**src/fbdc_defines.vh**
```
// Purpose: Constants for the first synthesizer loop feedback divider configuration block
// Assumes: Byte-wide register port with 16-bit addresses, one clock
// Notes: Included by fbdc_top.v; fbdc_shadow.v does not include it
//
// Notes on behaviour
// Modulus bits spread over three byte registers
// Host keeps modulus above numerator, max 20 bits
// Auxiliary divider is 12 bits over two registers
// Aux value 0 or 1 bypasses, forbids loop two
// Aux 4..4095 divides; 2..3 undefined, avoid
// Loop four always bypasses auxiliary divider
// Post-divider is low nibble; upper nibble unused
// Post codes 0..2 disable, 3..11 divide
// Post codes 12..14 suppress VCO calibration
// Post code 15 holds divider in reset
// Host stages code 15 then new value
// Bit 0 write at 0x0005 commits staged settings
// Zero numerator means integer mode, modulator off
`ifndef FBDC_DEFINES_VH
`define FBDC_DEFINES_VH

// Register addresses
`define FBDC_ADDR_UPDATE 16'h0005
`define FBDC_ADDR_MOD_LO 16'h010A
`define FBDC_ADDR_MOD_MID 16'h010B
`define FBDC_ADDR_MOD_HI 16'h010C
`define FBDC_ADDR_AUX_LO 16'h010D
`define FBDC_ADDR_AUX_HI 16'h010E
`define FBDC_ADDR_POST 16'h010F

// Field positions
`define FBDC_UPDATE_BIT 0

// Reset values
`define FBDC_RST_MOD 20'h00000
`define FBDC_RST_AUX 12'h000
`define FBDC_RST_POST 4'h0

// Code thresholds
`define FBDC_AUX_BYPASS_MAX 12'h001
`define FBDC_AUX_DIV_MIN 12'h004
`define FBDC_POST_DIS_MAX 4'h2
`define FBDC_POST_DIV_MAX 4'hB
`define FBDC_POST_RESET 4'hF

// Loop arrangement codes
`define FBDC_LOOP_TWO 2'h1
`define FBDC_LOOP_FOUR 2'h3

`endif

```
**src/fbdc_shadow.v**
```verilog
// Purpose: Staged register with a committed copy
// Assumes: Write and commit are one-cycle pulses
// Notes: Commit copies the staged value, or the byte written in the same cycle
`timescale 1ns/10ps
`default_nettype none

module fbdc_shadow #(
  parameter WIDTH = 8,
  parameter [WIDTH-1:0] RESET_VALUE = {WIDTH{1'b0}}
) (
  // Clock and reset
  input wire clock_i,
  input wire rst_n_i,
  // Write side
  input wire wr_i,
  input wire [WIDTH-1:0] wdata_i,
  input wire commit_i,
  // Values
  output wire [WIDTH-1:0] staged_o,
  output wire [WIDTH-1:0] active_o
);

  reg [WIDTH-1:0] staged_ff; // Value software last wrote
  reg [WIDTH-1:0] active_ff; // Value the divider logic uses
  wire [WIDTH-1:0] nxt_staged;

  // Pending write folds in so a same-cycle commit sees it
  assign nxt_staged = wr_i ? wdata_i : staged_ff;

  ////////////////////////////////////////////////////////////////
  // Staged and committed storage
  always @(posedge clock_i) begin
    if (!rst_n_i) begin
      staged_ff <= RESET_VALUE;
      active_ff <= RESET_VALUE;
    end else begin
      staged_ff <= nxt_staged;
      if (commit_i) begin
        active_ff <= nxt_staged;
      end
    end
  end

  assign staged_o = staged_ff;
  assign active_o = active_ff;

endmodule // fbdc_shadow

`default_nettype wire

```
**src/fbdc_top.v**
```verilog
// Purpose: Feedback divider configuration for the first synthesizer loop
// Assumes: Register port is byte wide, writes and reads take effect on the clock
// Notes: Settings take effect only on an input/output update
`timescale 1ns/10ps
`default_nettype none
`include "fbdc_defines.vh"

module fbdc_top (
  // Clock and reset
  input wire clock_i,
  input wire rst_n_i,
  // Register port
  input wire [15:0] reg_addr_i,
  input wire reg_wr_i,
  input wire reg_rd_i,
  input wire [7:0] reg_wdata_i,
  output reg [7:0] reg_rdata_o,
  // Loop arrangement and numerator from neighbouring logic
  input wire [1:0] loop_sel_i,
  input wire [19:0] fractional_numerator_field_i,
  // Main feedback divider controls
  output reg [19:0] fractional_modulus_field_o,
  output reg integer_mode_o,
  // Auxiliary feedback divider controls
  output reg [11:0] auxiliary_feedback_divider_o,
  output reg aux_bypass_o,
  output reg aux_divide_o,
  output reg loop_two_forbidden_o,
  // VCO post-divider controls
  output reg [3:0] vco_post_divider_o,
  output reg post_disable_o,
  output reg post_divide_o,
  output reg post_reset_o,
  output reg cal_suppress_o,
  output reg vco_cal_req_o
);

  // Writes land in a staged copy of each field; a write of one to the
  // update bit copies every staged field into its active copy at once,
  // so a multi-byte divider never shows a half-written value. Reads
  // return the staged copy. Decode flags follow the active copy with
  // one more flop, so they move two edges after the update write.

  ////////////////////////////////////////////////////////////////
  // Address decode

  wire wr_mod_lo;
  wire wr_mod_mid;
  wire wr_mod_hi;
  wire wr_aux_lo;
  wire wr_aux_hi;
  wire wr_post;
  wire io_update; // Commit pulse

  assign wr_mod_lo = reg_wr_i && (reg_addr_i == `FBDC_ADDR_MOD_LO);
  assign wr_mod_mid = reg_wr_i && (reg_addr_i == `FBDC_ADDR_MOD_MID);
  assign wr_mod_hi = reg_wr_i && (reg_addr_i == `FBDC_ADDR_MOD_HI);
  assign wr_aux_lo = reg_wr_i && (reg_addr_i == `FBDC_ADDR_AUX_LO);
  assign wr_aux_hi = reg_wr_i && (reg_addr_i == `FBDC_ADDR_AUX_HI);
  assign wr_post = reg_wr_i && (reg_addr_i == `FBDC_ADDR_POST);
  // Write of one to bit 0 commits all staged fields
  assign io_update = reg_wr_i && (reg_addr_i == `FBDC_ADDR_UPDATE)
                     && reg_wdata_i[`FBDC_UPDATE_BIT];

  ////////////////////////////////////////////////////////////////
  // Staged storage

  wire [7:0] mod_lo_s;
  wire [7:0] mod_mid_s;
  wire [3:0] mod_hi_s;
  wire [7:0] aux_lo_s;
  wire [3:0] aux_hi_s;
  wire [3:0] post_s;
  wire [7:0] mod_lo_a;
  wire [7:0] mod_mid_a;
  wire [3:0] mod_hi_a;
  wire [7:0] aux_lo_a;
  wire [3:0] aux_hi_a;
  wire [3:0] post_a;

  // Reset images of the multi-byte fields, sliced per register
  localparam [19:0] RST_MOD = `FBDC_RST_MOD;
  localparam [11:0] RST_AUX = `FBDC_RST_AUX;

  // Modulus bits 7:0
  fbdc_shadow #(
    .WIDTH(8),
    .RESET_VALUE(RST_MOD[7:0])
  ) u_mod_lo (
    .clock_i(clock_i),
    .rst_n_i(rst_n_i),
    .wr_i(wr_mod_lo),
    .wdata_i(reg_wdata_i),
    .commit_i(io_update),
    .staged_o(mod_lo_s),
    .active_o(mod_lo_a)
  );
  // Modulus bits 15:8
  fbdc_shadow #(
    .WIDTH(8),
    .RESET_VALUE(RST_MOD[15:8])
  ) u_mod_mid (
    .clock_i(clock_i),
    .rst_n_i(rst_n_i),
    .wr_i(wr_mod_mid),
    .wdata_i(reg_wdata_i),
    .commit_i(io_update),
    .staged_o(mod_mid_s),
    .active_o(mod_mid_a)
  );
  // Modulus bits 19:16, low nibble only
  fbdc_shadow #(
    .WIDTH(4),
    .RESET_VALUE(RST_MOD[19:16])
  ) u_mod_hi (
    .clock_i(clock_i),
    .rst_n_i(rst_n_i),
    .wr_i(wr_mod_hi),
    .wdata_i(reg_wdata_i[3:0]),
    .commit_i(io_update),
    .staged_o(mod_hi_s),
    .active_o(mod_hi_a)
  );
  // Auxiliary divider bits 7:0
  fbdc_shadow #(
    .WIDTH(8),
    .RESET_VALUE(RST_AUX[7:0])
  ) u_aux_lo (
    .clock_i(clock_i),
    .rst_n_i(rst_n_i),
    .wr_i(wr_aux_lo),
    .wdata_i(reg_wdata_i),
    .commit_i(io_update),
    .staged_o(aux_lo_s),
    .active_o(aux_lo_a)
  );
  // Auxiliary divider bits 11:8
  fbdc_shadow #(
    .WIDTH(4),
    .RESET_VALUE(RST_AUX[11:8])
  ) u_aux_hi (
    .clock_i(clock_i),
    .rst_n_i(rst_n_i),
    .wr_i(wr_aux_hi),
    .wdata_i(reg_wdata_i[3:0]),
    .commit_i(io_update),
    .staged_o(aux_hi_s),
    .active_o(aux_hi_a)
  );
  // Post-divider code, upper nibble dropped
  fbdc_shadow #(
    .WIDTH(4),
    .RESET_VALUE(`FBDC_RST_POST)
  ) u_post (
    .clock_i(clock_i),
    .rst_n_i(rst_n_i),
    .wr_i(wr_post),
    .wdata_i(reg_wdata_i[3:0]),
    .commit_i(io_update),
    .staged_o(post_s),
    .active_o(post_a)
  );

  ////////////////////////////////////////////////////////////////
  // Decode of committed values

  wire [19:0] mod_a;
  wire [11:0] aux_a;
  reg nxt_aux_bypass;
  reg nxt_aux_divide;
  reg nxt_post_disable;
  reg nxt_post_divide;
  reg nxt_cal_suppress;

  assign mod_a = {mod_hi_a, mod_mid_a, mod_lo_a};
  assign aux_a = {aux_hi_a, aux_lo_a};

  // Auxiliary divider mode from value and loop arrangement
  // Values 2 and 3 leave both flags low outside loop four; software is to avoid them
  always @* begin
    nxt_aux_bypass = 1'b0;
    nxt_aux_divide = 1'b0;
    if (loop_sel_i == `FBDC_LOOP_FOUR) begin
      nxt_aux_bypass = 1'b1;
    end else if (aux_a <= `FBDC_AUX_BYPASS_MAX) begin
      nxt_aux_bypass = 1'b1;
    end else if (aux_a >= `FBDC_AUX_DIV_MIN) begin
      nxt_aux_divide = 1'b1;
    end
  end

  // Post-divider mode from code
  // Code 15 raises no flag here; the reset output decodes it
  always @* begin
    nxt_post_disable = 1'b0;
    nxt_post_divide = 1'b0;
    nxt_cal_suppress = 1'b0;
    if (post_a <= `FBDC_POST_DIS_MAX) begin
      nxt_post_disable = 1'b1;
    end else if (post_a <= `FBDC_POST_DIV_MAX) begin
      nxt_post_divide = 1'b1;
    end else if (post_a != `FBDC_POST_RESET) begin
      nxt_cal_suppress = 1'b1;
    end
  end

  ////////////////////////////////////////////////////////////////
  // Calibration request tracking

  reg [3:0] prev_post_ff; // Committed code seen last cycle
  wire post_changed; // Committed code moved on the last update

  assign post_changed = (post_a != prev_post_ff);

  // Remember prior code so a change is seen for exactly one cycle.
  // Entering or leaving code 15 never asks for calibration: software
  // parks the divider in reset, commits, then commits the new value,
  // and the loop must keep its present VCO band across that swap.
  // Entering codes 12 to 14 likewise changes the divider without a calibration.
  always @(posedge clock_i) begin
    if (!rst_n_i) begin
      prev_post_ff <= `FBDC_RST_POST;
    end else begin
      prev_post_ff <= post_a;
    end
  end

  ////////////////////////////////////////////////////////////////
  // Registered outputs

  // Calibration requested on a change, unless suppressed or staged via reset
  always @(posedge clock_i) begin
    if (!rst_n_i) begin
      fractional_modulus_field_o <= `FBDC_RST_MOD;
      integer_mode_o <= 1'b1;
      auxiliary_feedback_divider_o <= `FBDC_RST_AUX;
      aux_bypass_o <= 1'b1;
      aux_divide_o <= 1'b0;
      loop_two_forbidden_o <= 1'b1;
      vco_post_divider_o <= `FBDC_RST_POST;
      post_disable_o <= 1'b1;
      post_divide_o <= 1'b0;
      post_reset_o <= 1'b0;
      cal_suppress_o <= 1'b0;
      vco_cal_req_o <= 1'b0;
    end else begin
      fractional_modulus_field_o <= mod_a;
      integer_mode_o <= (fractional_numerator_field_i == 20'h00000);
      auxiliary_feedback_divider_o <= aux_a;
      aux_bypass_o <= nxt_aux_bypass;
      aux_divide_o <= nxt_aux_divide;
      loop_two_forbidden_o <= (aux_a <= `FBDC_AUX_BYPASS_MAX);
      vco_post_divider_o <= post_a;
      post_disable_o <= nxt_post_disable;
      post_divide_o <= nxt_post_divide;
      post_reset_o <= (post_a == `FBDC_POST_RESET);
      cal_suppress_o <= nxt_cal_suppress;
      vco_cal_req_o <= post_changed && !nxt_cal_suppress
                       && (post_a != `FBDC_POST_RESET)
                       && (prev_post_ff != `FBDC_POST_RESET);
    end
  end

  ////////////////////////////////////////////////////////////////
  // Read back of staged values, unused bits as zero

  reg [7:0] nxt_rdata;

  always @* begin
    if (reg_addr_i == `FBDC_ADDR_MOD_LO) begin
      nxt_rdata = mod_lo_s;
    end else if (reg_addr_i == `FBDC_ADDR_MOD_MID) begin
      nxt_rdata = mod_mid_s;
    end else if (reg_addr_i == `FBDC_ADDR_MOD_HI) begin
      nxt_rdata = {4'h0, mod_hi_s};
    end else if (reg_addr_i == `FBDC_ADDR_AUX_LO) begin
      nxt_rdata = aux_lo_s;
    end else if (reg_addr_i == `FBDC_ADDR_AUX_HI) begin
      nxt_rdata = {4'h0, aux_hi_s};
    end else if (reg_addr_i == `FBDC_ADDR_POST) begin
      nxt_rdata = {4'h0, post_s};
    end else begin
      nxt_rdata = 8'h00; // Unmapped and update register read zero
    end
  end

  // Read data registered one cycle after the read strobe
  always @(posedge clock_i) begin
    if (!rst_n_i) begin
      reg_rdata_o <= 8'h00;
    end else if (reg_rd_i) begin
      reg_rdata_o <= nxt_rdata;
    end
  end

endmodule // fbdc_top

`default_nettype wire

```
**config.mk**
```make
export PLATFORM = sky130hd
export DESIGN_NAME = fbdc_top
export DESIGN_NICKNAME = d
export VERILOG_FILES = /design/src/fbdc_shadow.v /design/src/fbdc_top.v
export VERILOG_INCLUDE_DIRS = /design/src
export SDC_FILE = /design/constraint.sdc
export NUM_CORES = 1
export LEC_CHECK = 0
export BUFFER_PORTS_ARGS = -buffer_cell sky130_fd_sc_hd__buf_2
export CELL_PAD_IN_SITES_DETAIL_PLACEMENT = 0
export CELL_PAD_IN_SITES_GLOBAL_PLACEMENT = 1
export CORE_UTILIZATION = 35
export CTS_CLUSTER_DIAMETER = 150
export DETAILED_ROUTE_END_ITERATION = 8
export PLACE_DENSITY = 0.75
export SLEW_MARGIN = 30
export SYNTH_ARGS = -nofsm -noshare
export SYNTH_HDL_FRONTEND = slang
export SYNTH_SLANG_ARGS = --single-unit
```
**constraint.sdc**
```tcl
create_clock -name clock_i -period 5.4 [get_ports clock_i]
set_input_delay 0.27 -clock clock_i [delete_from_list [all_inputs] [get_ports clock_i]]
set_output_delay 0.27 -clock clock_i [all_outputs]
set_load 0.01 [all_outputs]
```
Word-level counts from Yosys, hierarchy flattened
Index checks and enable logic that the tools add are counted.
Widths: inputs -> output; s select.
Cells by class
  $lt $le $gt $ge: 4
  equality and inequality tests: 12
  multiplexer cells: 19
  bitwise gates (word level): 1
  reductions and logical operators: 16
Operators with widths (count)
  $eq 16x9->1 const B: 6
  $mux 8: 7
  $logic_not 20->1: 1
  $mux 4: 5
  $eq 16x3->1 const B: 1
  $ge 12x3->1 const B: 1
  $le 12x1->1 const B: 1
  $logic_and 1x1->1: 11
  $ne 4x4->1 const B: 2
  $mux 1: 7
  $eq 4x4->1 const B: 1
  $le 4x2->1 const B: 1
  $le 4x4->1 const B: 1
  $ne 4x4->1: 1
  $reduce_or 2->1: 2
  $reduce_or 3->1: 1
  $eq 2x2->1 const B: 1
  $logic_not 1->1: 1
  $not 1->1: 1
Word-level totals
  bits in registers: 125
  input port bits: 50
  output and inout port bits: 53
  logic and storage cells: 77

Logic depth before layout (Yosys ltp)
Gate-level depths: netlist of run 1.
  depth after elaboration: 8
  mapped depth: 7

By module
From an unflattened synthesis of run 1, not the netlist that was laid out.
Unflattened totals
  cell total of the unflattened synthesis: 447
  area, all modules: 4650.7 um2
By module, submodules not included
  fbdc_top: instances 1, cells each 219, area an instance 2139.6 um2
  fbdc_shadow (u_aux_lo ...): instances 3, cells each 51, area an instance 560.5 um2
  fbdc_shadow (u_aux_hi ...): instances 3, cells each 25, area an instance 276.5 um2

Worst setup path before layout of run 1
Ideal clock, no wire load.
  kind: input to register
  start: input port reg_addr_i[13]
  end: register u_aux_lo.staged_ff[2], in the netlist u_aux_lo.staged_o[2]
  setup time: 0.132 ns
  data arrival time: 1.855 ns
  data required time: 5.268 ns
  path slack: 3.413 ns
  cell stages on the path: 7
  path through: or4_4 buf_6 or4_4 buf_6 buf_6 o21ai_1 a21oi_1
Between the ends
  word-level cells in the longest chain between the ends: 3
Ends and longest elaborated chain
  start, declared: line fbdc_top.v:13  | input wire [15:0] reg_addr_i,
  $eq 16x9->1 (no line)
  $logic_and 1x1->1: line fbdc_top.v:58  | assign wr_aux_lo = reg_wr_i && (reg_addr_i == `FBDC_ADDR_AUX_LO);
  $mux 8: line fbdc_shadow.v:28  | assign nxt_staged = wr_i ? wdata_i : staged_ff;
  end signal, assigned: line fbdc_shadow.v:37  | staged_ff <= nxt_staged;
  end, declared: line fbdc_shadow.v:23  | reg [WIDTH-1:0] staged_ff;
No other way between the ends.
A chain may end at the register's enable or synchronous reset.

Worst setup path after layout of run 1
  start: input port reg_addr_i[0]
  end: register u_mod_mid.active_ff[2], in the netlist u_mod_mid.active_o[2]
Between the ends
  word-level cells in the longest chain between the ends: 3
  elaborated cells between the ends (all ways): 6
  those cells by class: eq/ne (2); mux (1); reduce/logical (3)
Ends and longest elaborated chain
  $eq 16x9->1 (no line) or $eq 16x3->1 (tied branches)
  $logic_and 1x1->1 (on tied branches): line fbdc_top.v:56, fbdc_top.v:62
  $mux 8 or $logic_and 1x1->1 (tied branches): line fbdc_shadow.v:28, fbdc_top.v:62
  end signal, assigned: line fbdc_shadow.v:39  | active_ff <= nxt_staged;
  end, declared: line fbdc_shadow.v:24  | reg [WIDTH-1:0] active_ff;
Parallel ways exist; a longest one is shown, timed or not.

==> qor.csv, run 1 <==
stage,metric,value,unit
grt,busiest grt layer,met2,
worst_setup_path,Setup crit end kind,register,
clock_network,CTS buffer count,17,
logic_synthesis,"Avg Cell Area, Syn",9.31,µm²
die,Top Ports,103,
worst_setup_path,peak fanout along the critical path,25,
logic_synthesis,synthesized area,4980,µm²
timing,Final Hold Vio Count,0,
worst_setup_path,startpoint types,input port,
timing,"Slew Viols, Final",0,
drt,# DRC,0,
grt,grt ovf,0,
drt,via count,4337,
logic_synthesis,"Distinct cells, synth",44,
timing,RSZ-0062 raised after global routing,no,
clock_network,clk slew on worst S/H paths,0.05,ns
power,Switching Share,21.5,%
grt,pin count of the biggest net entering global routing,67,
hold_path,type of the worst min-delay path,input port to register,
worst_setup_path,crit path DAT,2.82,ns
die,Core Area,13900,µm²
power,power per cell area,350,nW/µm²
clock_network,H-tree depth,4,
grt,global-route wire length before repair,21.4,mm
worst_setup_path,worst r2r path cells,3,
logic_synthesis,Synth Flop Type,dfxtp_1,
cells_and_area,"Cell Count, Final, Fillers Out",809,
clock_network,post-CTS sizing,0,
power,Psw,0.459,mW
power,Seq pwr share,43.2,%
logic_synthesis,Synth async-reset ratio,0,%
outcome,status,finished clean,
cells_and_area,Register Area,2500,µm²
power,Int Pwr,1.68,mW
die,Initial Utilization,35.9,%
clock_network,Longest Clk Path Bufs,2,
cells_and_area,Nets,666,
grt,global routing usage on met2,31.4,%
grt,aggregate global-route resource usage,19.2,%
cells_and_area,Layout area overhead,22.8,%
logic_synthesis,Synth Net Count,585,
timing,fin crit share,47.3,%
run,MaxCap Viol Count,0,
cells_and_area,layout cells sized above 1,25.1,%
die,DIE HEIGHT,121,µm
power,Logic pwr share,3.5,%
clock_network,CTS Hold Bufs,0,
timing,total negative slack,0,ns
logic_synthesis,Mapped Cells,535,
drt,total iterations of the first detailed-routing run,5,
timing,Setup Skew,0.00535,ns
die,DIE WIDTH,121,µm
power,clock share of power,53.3,%
hold_path,hold path depth,3,
cells_and_area,area occupied by multi-input gates,2230,µm²
die,die area,14700,µm²
place,DP Wirelength,9.32,mm
clock_network,clk_lat worst skew,0.42,ns
timing,min cycle time layout,2.56,ns
grt,grt met3 use,5.03,%
place,Cells after DPL,777,
grt,initial antenna violation count,0,
timing,Max Clk Rate,0.391,GHz
logic_synthesis,yosys warns,0,
die,num rows,43,
drt,via/cell ratio,5.36,
power,Leakage Power,2.39,nW
cells_and_area,number of fill cells,1383,
worst_setup_path,required time of the critical path,5.66,ns
timing,Worst-Margin Slew,0.836,ns
logic_synthesis,Post-synth EDFFs,0,
logic_synthesis,sequential area share after synthesis,50.2,%
cells_and_area,# diodes,0,
place,port bufs,102,
logic_synthesis,Synth Register Bits,125,
timing,Final Setup Violations,0,
place,Final GP Congestion,0.817,
power,Worst VDD drop,0.208,mV
timing,Worst slew margin,44.3,%
drt,Routed Antenna Nets,0,
drt,routed wire length,13.4,mm
grt,met1 Use GR,22.9,%
clock_network,setup bufs post-CTS,0,
worst_setup_path,WS Path Type,input port to register,
clock_network,CTS tree,yes,
clock_network,CTS root buffer,clkbuf_16,
clock_network,Clock Sinks,125,
drt,Routed WL per cell,16.6,µm
drt,Starting DRT DRC Count,238,
grt,vias in the first global route,4152,
[flip-flops by register name, indices dropped and copies added, names as in the netlist, 4 cells and up]
name,cells
u_post.active_o,4
fractional_modulus_field_o,20
u_mod_lo.active_o,8
reg_rdata_o,8
u_mod_hi.active_o,4
u_aux_lo.active_o,8
u_mod_lo.staged_o,8
u_aux_hi.staged_o,4
u_aux_lo.staged_o,8
auxiliary_feedback_divider_o,12
u_mod_hi.staged_o,4
u_mod_mid.staged_o,8
u_post.staged_o,4
vco_post_divider_o,4
u_aux_hi.active_o,4
u_mod_mid.active_o,8
[final timing paths]
kind                                           from                                         to  slack, ns
hold / removal                        loop_sel_i[1]                    aux_bypass_o$_SDFF_PP1_       0.08
hold reg to reg   u_mod_hi.active_o[0]$_SDFFE_PN0P_  fractional_modulus_field_o[16]$_SDFF_PN0_       0.44
setup reg to reg    u_post.active_o[2]$_SDFFE_PN0P_                   vco_cal_req_o$_SDFF_PN0_       4.23
setup / recovery                      reg_addr_i[0]         u_mod_mid.active_o[2]$_SDFFE_PN0P_       2.84
[layer usage]
metal | wire, µm | share of wire [%] | up-vias
li1 | - | - | 2098
met1 | 5790 | 43 | 2089
met2 | 6680 | 50 | 121
met3 | 638 | 4.7 | 29
met4 | 333 | 2.5 | 0
met5 | 0 | 0 | -
[Yosys cell counts (5+ instances only)]
cell	n	share of area (%)
mux2i_1	16	3.2
o21ai_2	8	1.4
nor2_1	5	0.38
clkbuf_1	22	1.7
nand3_1	46	4.6
o21ai_1	20	2.0
buf_2	7	0.70
dfxtp_1	125	50
and2_1	36	4.5
a211oi_1	8	1.2
nand2b_1	5	0.63
or4_4	5	1.1
inv_1	8	0.60
o21ai_0	38	3.8
buf_6	6	1.4
nor4_1	9	1.1
nand4b_1	10	1.8
nand4_1	13	1.6
nand2_1	29	2.2
a21oi_1	66	6.6
[power by group through the flow]
stage | sequential (mW) | combinational, mW | clock, mW
after floorplan | 0.943 | 0.0404 | 0
after global placement | 0.943 | 0.0731 | 0
after detailed placement | 0.943 | 0.0744 | 0
after CTS | 0.923 | 0.0746 | 1.16
after global routing | 0.923 | 0.0814 | 1.21
final | 0.923 | 0.0757 | 1.14
[worst max-delay path: stages]
cell	delay, ns
buf_2	0.44
nand4b_1	0.52
or4_1	0.97
nor2_2	0.46
a211oi_1	0.14
[metrics by stage]
step           hold slack, ns  instance area (µm²)  utilization (%)  power [mW]  setup WS, ns
2_1_floorplan           0.393                 4980                -       0.984          3.41
3_3_place_gp            0.421                 5510             39.7        1.02          2.62
3_5_place_dp            0.425                 5510             39.7        1.02          2.49
4_1_cts                0.0702                 6110             44.0        2.16          2.93
5_1_grt                0.0854                 6120             44.1        2.21          2.67
6_report               0.0789                 6120             44.1        2.14          2.84
[cell usage in the layout (no fill, tap or decap), types with 4 or more instances in the layout]
cell type,count
dfxtp_1,125
buf_2,102
a21oi_1,66
nand3_1,46
o21ai_0,38
and2_1,36
nand2_1,29
o21ai_1,20
clkbuf_16,17
mux2i_1,16
nand4_1,13
nand4b_1,10
nor4_1,9
inv_1,8
o21ai_2,8
a211oi_1,8
or4_4,5
nand2b_1,5
clkinvlp_4,5
a22oi_1,4
o31ai_1,4
a31o_1,4
nor2_1,4
o22ai_1,4
xor2_1,4
[cell families (layout without fill, tap and decap cells)]
logic type / count (synthesis) / count (layout) / synth area share [%]
compound gates: 158 / 158 / 17.8
xor+xnor: 4 / 4 / 0.703
buf+inv: 51 / 145 / 5.20
flops: 125 / 125 / 50.2
mux: 16 / 16 / 3.21
simple gates: 181 / 181 / 22.9
[area by class of cell]
cell class / instances / area share [%]
flip-flops and latches: 125 / 40.9
multi-input cells: 359 / 36.5
repair buffers: 105 / 8.72
clock buffers: 21 / 7.36
well taps: 180 / 3.68
clock inverters: 11 / 2.33
inverters: 8 / 0.491
Power figures use the tool's default switching activity.
==> inputs of run 2 (changes only) <==
Settings changed: PLACE_DENSITY 0.75 to 0.78.
Clock period 5.4 ns to 2.35 ns, I/O delays scaled along.
==> run 2 against run 1 <==
Compared with the run above:
- worst hold slack worse by 0.050 ns
- cell area rose by 3.4%
- non-clock buffer count grew 22
- first-iteration DRC count is 10% higher
- die area is the same
- utilization is 1.5 points higher
- wire length up 1.4%
- count of clock-buffer cells in the layout decreased by 2
- clock skew about the same
- global-route usage is 0.58 points higher
- clock power is 140% higher
- critical path type unchanged
- critical endpoint is now integer_mode_o$_SDFF_PN1_
- largest cell class unchanged
- largest power group unchanged
==> qor.csv, run 2 (same netlist as run 1, synthesis figures left out) <==
stage,metric,value,unit
power,Leakage Power,2.50,nW
drt,Routed Antenna Nets,0,
cells_and_area,# diodes,0,
drt,Routed WL per cell,16.4,µm
clock_network,Clock Sinks,125,
die,DIE WIDTH,121,µm
worst_setup_path,most frequent CP cell,dlygate4sd3_1,
clock_network,CTS tree,yes,
power,Worst VDD drop,0.581,mV
drt,routed wire length,13.6,mm
worst_setup_path,Setup crit end kind,register,
timing,RSZ-0062 raised after global routing,no,
die,Core Area,13900,µm²
die,num rows,43,
timing,Final Hold Vio Count,0,
cells_and_area,Reg with most FFs,fractional_modulus_field_o,
grt,grt ovf,0,
grt,global-route wire length before repair,21.9,mm
grt,vias in the first global route,4191,
worst_setup_path,startpoint types,input port,
drt,via count,4335,
cells_and_area,Register Area,2500,µm²
place,Final GP Congestion,0.828,
timing,Worst slew margin,55.4,%
die,Initial Utilization,35.9,%
worst_setup_path,WS Path Type,input port to register,
cells_and_area,area occupied by multi-input gates,2220,µm²
die,Top Ports,103,
worst_setup_path,worst r2r path cells,4,
worst_setup_path,crit path cell chain,"dlygate4sd3_1, buf_2, nor4_1, dlygate4sd3_1, nand3_1, dlygate4sd3_1, o21ai_0",
timing,Setup Skew,0.00544,ns
cells_and_area,Nets,688,
cells_and_area,"Cell Count, Final, Fillers Out",831,
cells_and_area,biggest regs,"fractional_modulus_field_o: 20 flops, auxiliary_feedback_divider_o: 12 flops",
place,DP Wirelength,9.34,mm
worst_setup_path,"Largest delay share family, worst path",buffers and inverters,
timing,Max Clk Rate,0.521,GHz
clock_network,clk slew on worst S/H paths,0.05,ns
cells_and_area,number of fill cells,1331,
grt,initial antenna violation count,0,
cells_and_area,"commonest non-fill, non-tap cell in the layout",dfxtp_1,
power,power per cell area,792,nW/µm²
timing,min cycle time layout,1.92,ns
worst_setup_path,Reg2Reg Setup Slack,1.17,ns
clock_network,CTS root buffer,clkbuf_16,
clock_network,CTS buffer count,17,
cells_and_area,max FFs per register,20,
clock_network,Longest Clk Path Bufs,2,
clock_network,clk_lat worst skew,0.42,ns
worst_setup_path,CP max stage cell,dlygate4sd3_1,
place,port bufs,102,
die,die area,14700,µm²
place,Cells after DPL,789,
worst_setup_path,Crit path depth,7,
run,MaxCap Viol Count,0,
drt,via/cell ratio,5.22,
cells_and_area,Layout area overhead,26.9,%
drt,Starting DRT DRC Count,262,
drt,# DRC,0,
clock_network,setup bufs post-CTS,0,
timing,Worst-Margin Slew,0.670,ns
power,Pwr Total,5.01,mW
place,placed cell areas,5600,µm²
worst_setup_path,crit path DAT,2.26,ns
worst_setup_path,required time of the critical path,2.69,ns
hold_path,type of the worst min-delay path,input port to register,
cells_and_area,"commonest cells after routing, fill and taps aside","dfxtp_1, buf_2, a21oi_1",
worst_setup_path,crit-path max cell delay,0.58,ns
worst_setup_path,CP Buf/Inv Count,4,
outcome,status,finished clean,
grt,aggregate global-route resource usage,19.8,%
timing,"Slew Viols, Final",0,
grt,pin count of the biggest net entering global routing,65,
timing,Final Setup Violations,0,
clock_network,H-tree depth,4,
hold_path,hold path depth,3,
timing,fin crit share,81.7,%
drt,total iterations of the first detailed-routing run,4,
cells_and_area,layout cells sized above 1,26.6,%
worst_setup_path,peak fanout along the critical path,1,
cells_and_area,post-route design area,6320,µm²
die,DIE HEIGHT,121,µm
timing,total negative slack,0,ns
## run 2: cell count changes in the layout (fill, tap and decap cells not counted), sizes merged
| cell | before | now |
|---|---|---|
| buf | 105 | 117 |
| clkbuf | 21 | 19 |
| clkinv | 3 | 7 |
| clkinvlp | 5 | 3 |
| dlygate4sd3 | 0 | 10 |
## run 2: path summary, 6_finish.rpt
path,start,to
hold reg to reg,u_mod_hi.active_o[0]$_SDFFE_PN0P_,fractional_modulus_field_o[16]$_SDFF_PN0_
setup reg to reg,u_aux_lo.active_o[2]$_SDFFE_PN0P_,aux_bypass_o$_SDFF_PP1_
setup / recovery,fractional_numerator_field_i[18],integer_mode_o$_SDFF_PN1_
hold / removal,reg_wdata_i[7],u_aux_lo.staged_o[7]$_SDFF_PN0_
## run 2: through the flow
stage,utilization (%),setup slack (ns),hold slack (ns)
6_report,45.6,0.430,0.0288
5_1_grt,45.6,0.212,0.0314
4_1_cts,45.6,0.470,0.00319
3_5_place_dp,40.4,0.221,0.355
3_3_place_gp,40.4,0.239,0.333
2_1_floorplan,-,0.515,0.240
## run 2: cell type report
| cell class | instances | share of cell area [%] |
|---|---|---|
| clock inverter | 13 | 2.63 |
| timing repair buffer | 127 | 11.4 |
| multi-input combinational | 359 | 35.2 |
| sequential | 125 | 39.6 |
| clock buffer | 19 | 7.16 |
| inverter | 8 | 0.475 |
| tap | 180 | 3.56 |
## run 2: report_power, final
| part | total (mW) | leakage (nW) | switching (mW) | internal (mW) |
|---|---|---|---|---|
| combinational | 0.189 | 1.20 | 0.124 | 0.0648 |
| clock | 2.70 | 0.295 | 0.977 | 1.72 |
| sequential | 2.12 | 1.01 | 0.000158 | 2.12 |
| total | 5.01 | 2.50 | 1.10 | 3.91 |
## run 2: metal layers
| layer | up-vias | track usage, % | routed length (µm) |
|---|---|---|---|
| met5 | - | 0 | 0 |
| met4 | 0 | 9.88 | 320 |
| met3 | 25 | 4.51 | 499 |
| met2 | 100 | 31.8 | 6560 |
| met1 | 2070 | 24.7 | 6260 |
| li1 | 2140 | - | - |
## run 2: timing repair
action / 4_1_cts / 5_1_grt
resized for setup: 0 / 0
endpoints found under the setup margin: 0 / 0
hold buffers: 10 / 0
hold endpoints to repair: 4 / 0
## run 2: worst min-delay path, cell delays in order
cell and delay (ns):
buf_2 0.13, nand3_1 0.08, a21oi_1 0.06
==> inputs of run 3 (changes only) <==
Settings changed: ABC_AREA from default to 1, PLACE_DENSITY 0.78 to 0.81.
Clock period 2.35 ns to 1.7 ns, I/O delays scaled along.
==> run 3 against run 2 <==
Compared with the run above:
- sequential power rose by 38%
- total power rose by 35%
- utilization rose by 1.1 points
- cell area rose by 2.4%
==> qor.csv, run 3 <==
stage,metric,value,unit
outcome,status,finished clean,
cells_and_area,"Cell Count, Final, Fillers Out",971,
worst_setup_path,Setup crit end kind,register,
worst_setup_path,peak fanout along the critical path,31,
logic_synthesis,Synth Flop Type,dfxtp_1,
timing,Worst slew margin,72.9,%
logic_synthesis,sequential area share after synthesis,50.2,%
timing,WHS,0.0227,ns
run,MaxCap Viol Count,0,
die,die area,14700,µm²
clock_network,H-tree depth,4,
worst_setup_path,required time of the critical path,2.00,ns
clock_network,clk_lat worst skew,0.40,ns
timing,total negative slack,0,ns
drt,Routed Antenna Nets,0,
clock_network,CTS buffer count,17,
drt,via count,4217,
timing,worst setup margin,0.258,ns
logic_synthesis,yosys warns,0,
place,port bufs,102,
cells_and_area,"commonest non-fill, non-tap cell in the layout",nand2_1,
logic_synthesis,Post-synth EDFFs,0,
cells_and_area,"commonest cells after routing, fill and taps aside","nand2_1, dfxtp_1, inv_1",
grt,grt ovf,0,
power,power per cell area,1050,nW/µm²
power,Pwr Total,6.78,mW
clock_network,CTS root buffer,clkbuf_16,
power,Leakage Power,3.33,nW
logic_synthesis,synthesized area,4990,µm²
logic_synthesis,largest cells by area after synthesis,"dfxtp_1, nand2_1, inv_1",
grt,initial antenna violation count,0,
timing,RSZ-0062 raised after global routing,no,
drt,Starting DRT DRC Count,192,
timing,Worst-Margin Slew,0.406,ns
cells_and_area,post-layout util,46.6,%
worst_setup_path,startpoint types,input port,
timing,Max Clk Rate,0.694,GHz
clock_network,post-CTS sizing,0,
drt,total iterations of the first detailed-routing run,4,
worst_setup_path,WS Path Type,input port to register,
logic_synthesis,Synth Net Count,704,
logic_synthesis,Mapped Cells,654,
timing,min cycle time layout,1.44,ns
timing,"Slew Viols, Final",0,
worst_setup_path,crit path DAT,1.74,ns
timing,fin crit share,84.8,%
die,Core Area,13900,µm²
logic_synthesis,"Avg Cell Area, Syn",7.63,µm²
timing,Final Hold Vio Count,0,
cells_and_area,max FFs per register,20,
die,Top Ports,103,
logic_synthesis,Yosys top cell by area,dfxtp_1,
logic_synthesis,Synth Register Bits,125,
die,num rows,43,
clock_network,setup bufs post-CTS,0,
timing,Final Setup Violations,0,
drt,routed wire length,11.7,mm
clock_network,clk slew on worst S/H paths,0.06,ns
logic_synthesis,Yosys top cell area share,50.2,%
grt,aggregate global-route resource usage,17.0,%
place,Final GP Congestion,0.807,
drt,# DRC,0,
grt,pin count of the biggest net entering global routing,75,
grt,vias in the first global route,4099,
place,worst slack at placement,0.170,ns
cells_and_area,Layout area overhead,29.8,%
cells_and_area,post-route design area,6470,µm²
grt,global-route wire length before repair,19.4,mm
cells_and_area,# diodes,0,
clock_network,Clock Sinks,125,
place,DP Wirelength,7.99,mm
die,Initial Utilization,35.9,%
die,DIE WIDTH,121,µm
cells_and_area,layout cells sized above 1,23.4,%
logic_synthesis,"Distinct cells, synth",30,
cells_and_area,Nets,828,
logic_synthesis,Synth async-reset ratio,0,%
logic_synthesis,Post-synth top cells,"nand2_1, dfxtp_1, inv_1",
place,placed cell areas,5710,µm²
clock_network,CTS tree,yes,
hold_path,type of the worst min-delay path,input port to register,
place,Cells after DPL,923,
drt,via/cell ratio,4.34,
timing,Setup Skew,0.00676,ns
cells_and_area,biggest regs,"fractional_modulus_field_o: 20 flops, auxiliary_feedback_divider_o: 12 flops",
die,DIE HEIGHT,121,µm
logic_synthesis,cell with the most instances after synthesis,nand2_1,
cells_and_area,Reg with most FFs,fractional_modulus_field_o,
power,Worst VDD drop,0.543,mV
clock_network,Longest Clk Path Bufs,2,
drt,Routed WL per cell,12.0,µm
run 3: cell types whose count changed after synthesis, sizes merged, moves of 11 or more:
cell,delta
nand2,+126
inv,+117
nor2,+67
a21oi,-54
and2,-33
nand3,-23
o21bai,+20
mux2i,-16
o211ai,+16
o21ai,-12
clkbuf,-11
run 3: cells by family (layout without fill, tap and decap cells):
| group | count (synthesis) | count (layout) | share of synthesized area, % |
|---|---|---|---|
| and+or+nand+nor | 269 | 269 | 22.9 |
| AOI/OAI and AO/OA | 102 | 102 | 13.4 |
| xor gates and xnor gates | 4 | 4 | 0.702 |
| buffers and inverters | 154 | 291 | 12.8 |
| DFF | 125 | 125 | 50.2 |
run 3: cell type report:
cell class / count / area (µm²)
repair buffers: 133 / 821
multi-input cells: 375 / 1850
inverters: 126 / 474
flip-flops and latches: 125 / 2500
clock buffers: 21 / 460
fillers: 1425 / 7410
well taps: 180 / 225
clock inverters: 11 / 141
run 3: worst paths after layout:
check	from	end	slack, ns	depth (start not counted)
worst min register to register	u_mod_hi.active_o[3]$_SDFFE_PN0P_	fractional_modulus_field_o[19]$_SDFF_PN0_	0.42	2
worst max register to register	u_aux_lo.active_o[4]$_SDFFE_PN0P_	aux_divide_o$_SDFF_PP0_	0.55	6
worst max-delay path	reg_wdata_i[0]	u_aux_hi.active_o[2]$_SDFFE_PN0P_	0.26	10
worst min-delay path	reg_rd_i	reg_rdata_o[0]$_SDFFE_PN0P_	0.02	3
run 3: what timing repair did:
item,4_1_cts,5_1_grt
hold endpoints to repair,7,0
hold buffers,16,0
endpoints found under the setup margin,0,0
run 3: critical path, stage by stage:
cell and delay, ns:
dlygate4sd3_1 0.52, buf_2 0.15, nand3_1 0.08, nor2_1 0.08, nand3b_1 0.12, inv_2 0.18, buf_12 0.20, nand3_1 0.15
o211ai_1 0.11, inv_1 0.05
run 3: routing by layer:
| layer | wire [µm] | global-route usage, % |
|---|---|---|
| met1 | 5870 | 22.4 |
| met4 | 157 | 6.87 |
| met3 | 426 | 3.85 |
| met2 | 5200 | 26.7 |
| met5 | 0 | 0 |
run 3: report_power, final:
| group | switching, mW | internal [mW] | total [mW] |
|---|---|---|---|
| registers | 0.000213 | 2.93 | 2.93 |
| clock network | 1.26 | 2.37 | 3.64 |
| logic | 0.122 | 0.0848 | 0.207 |
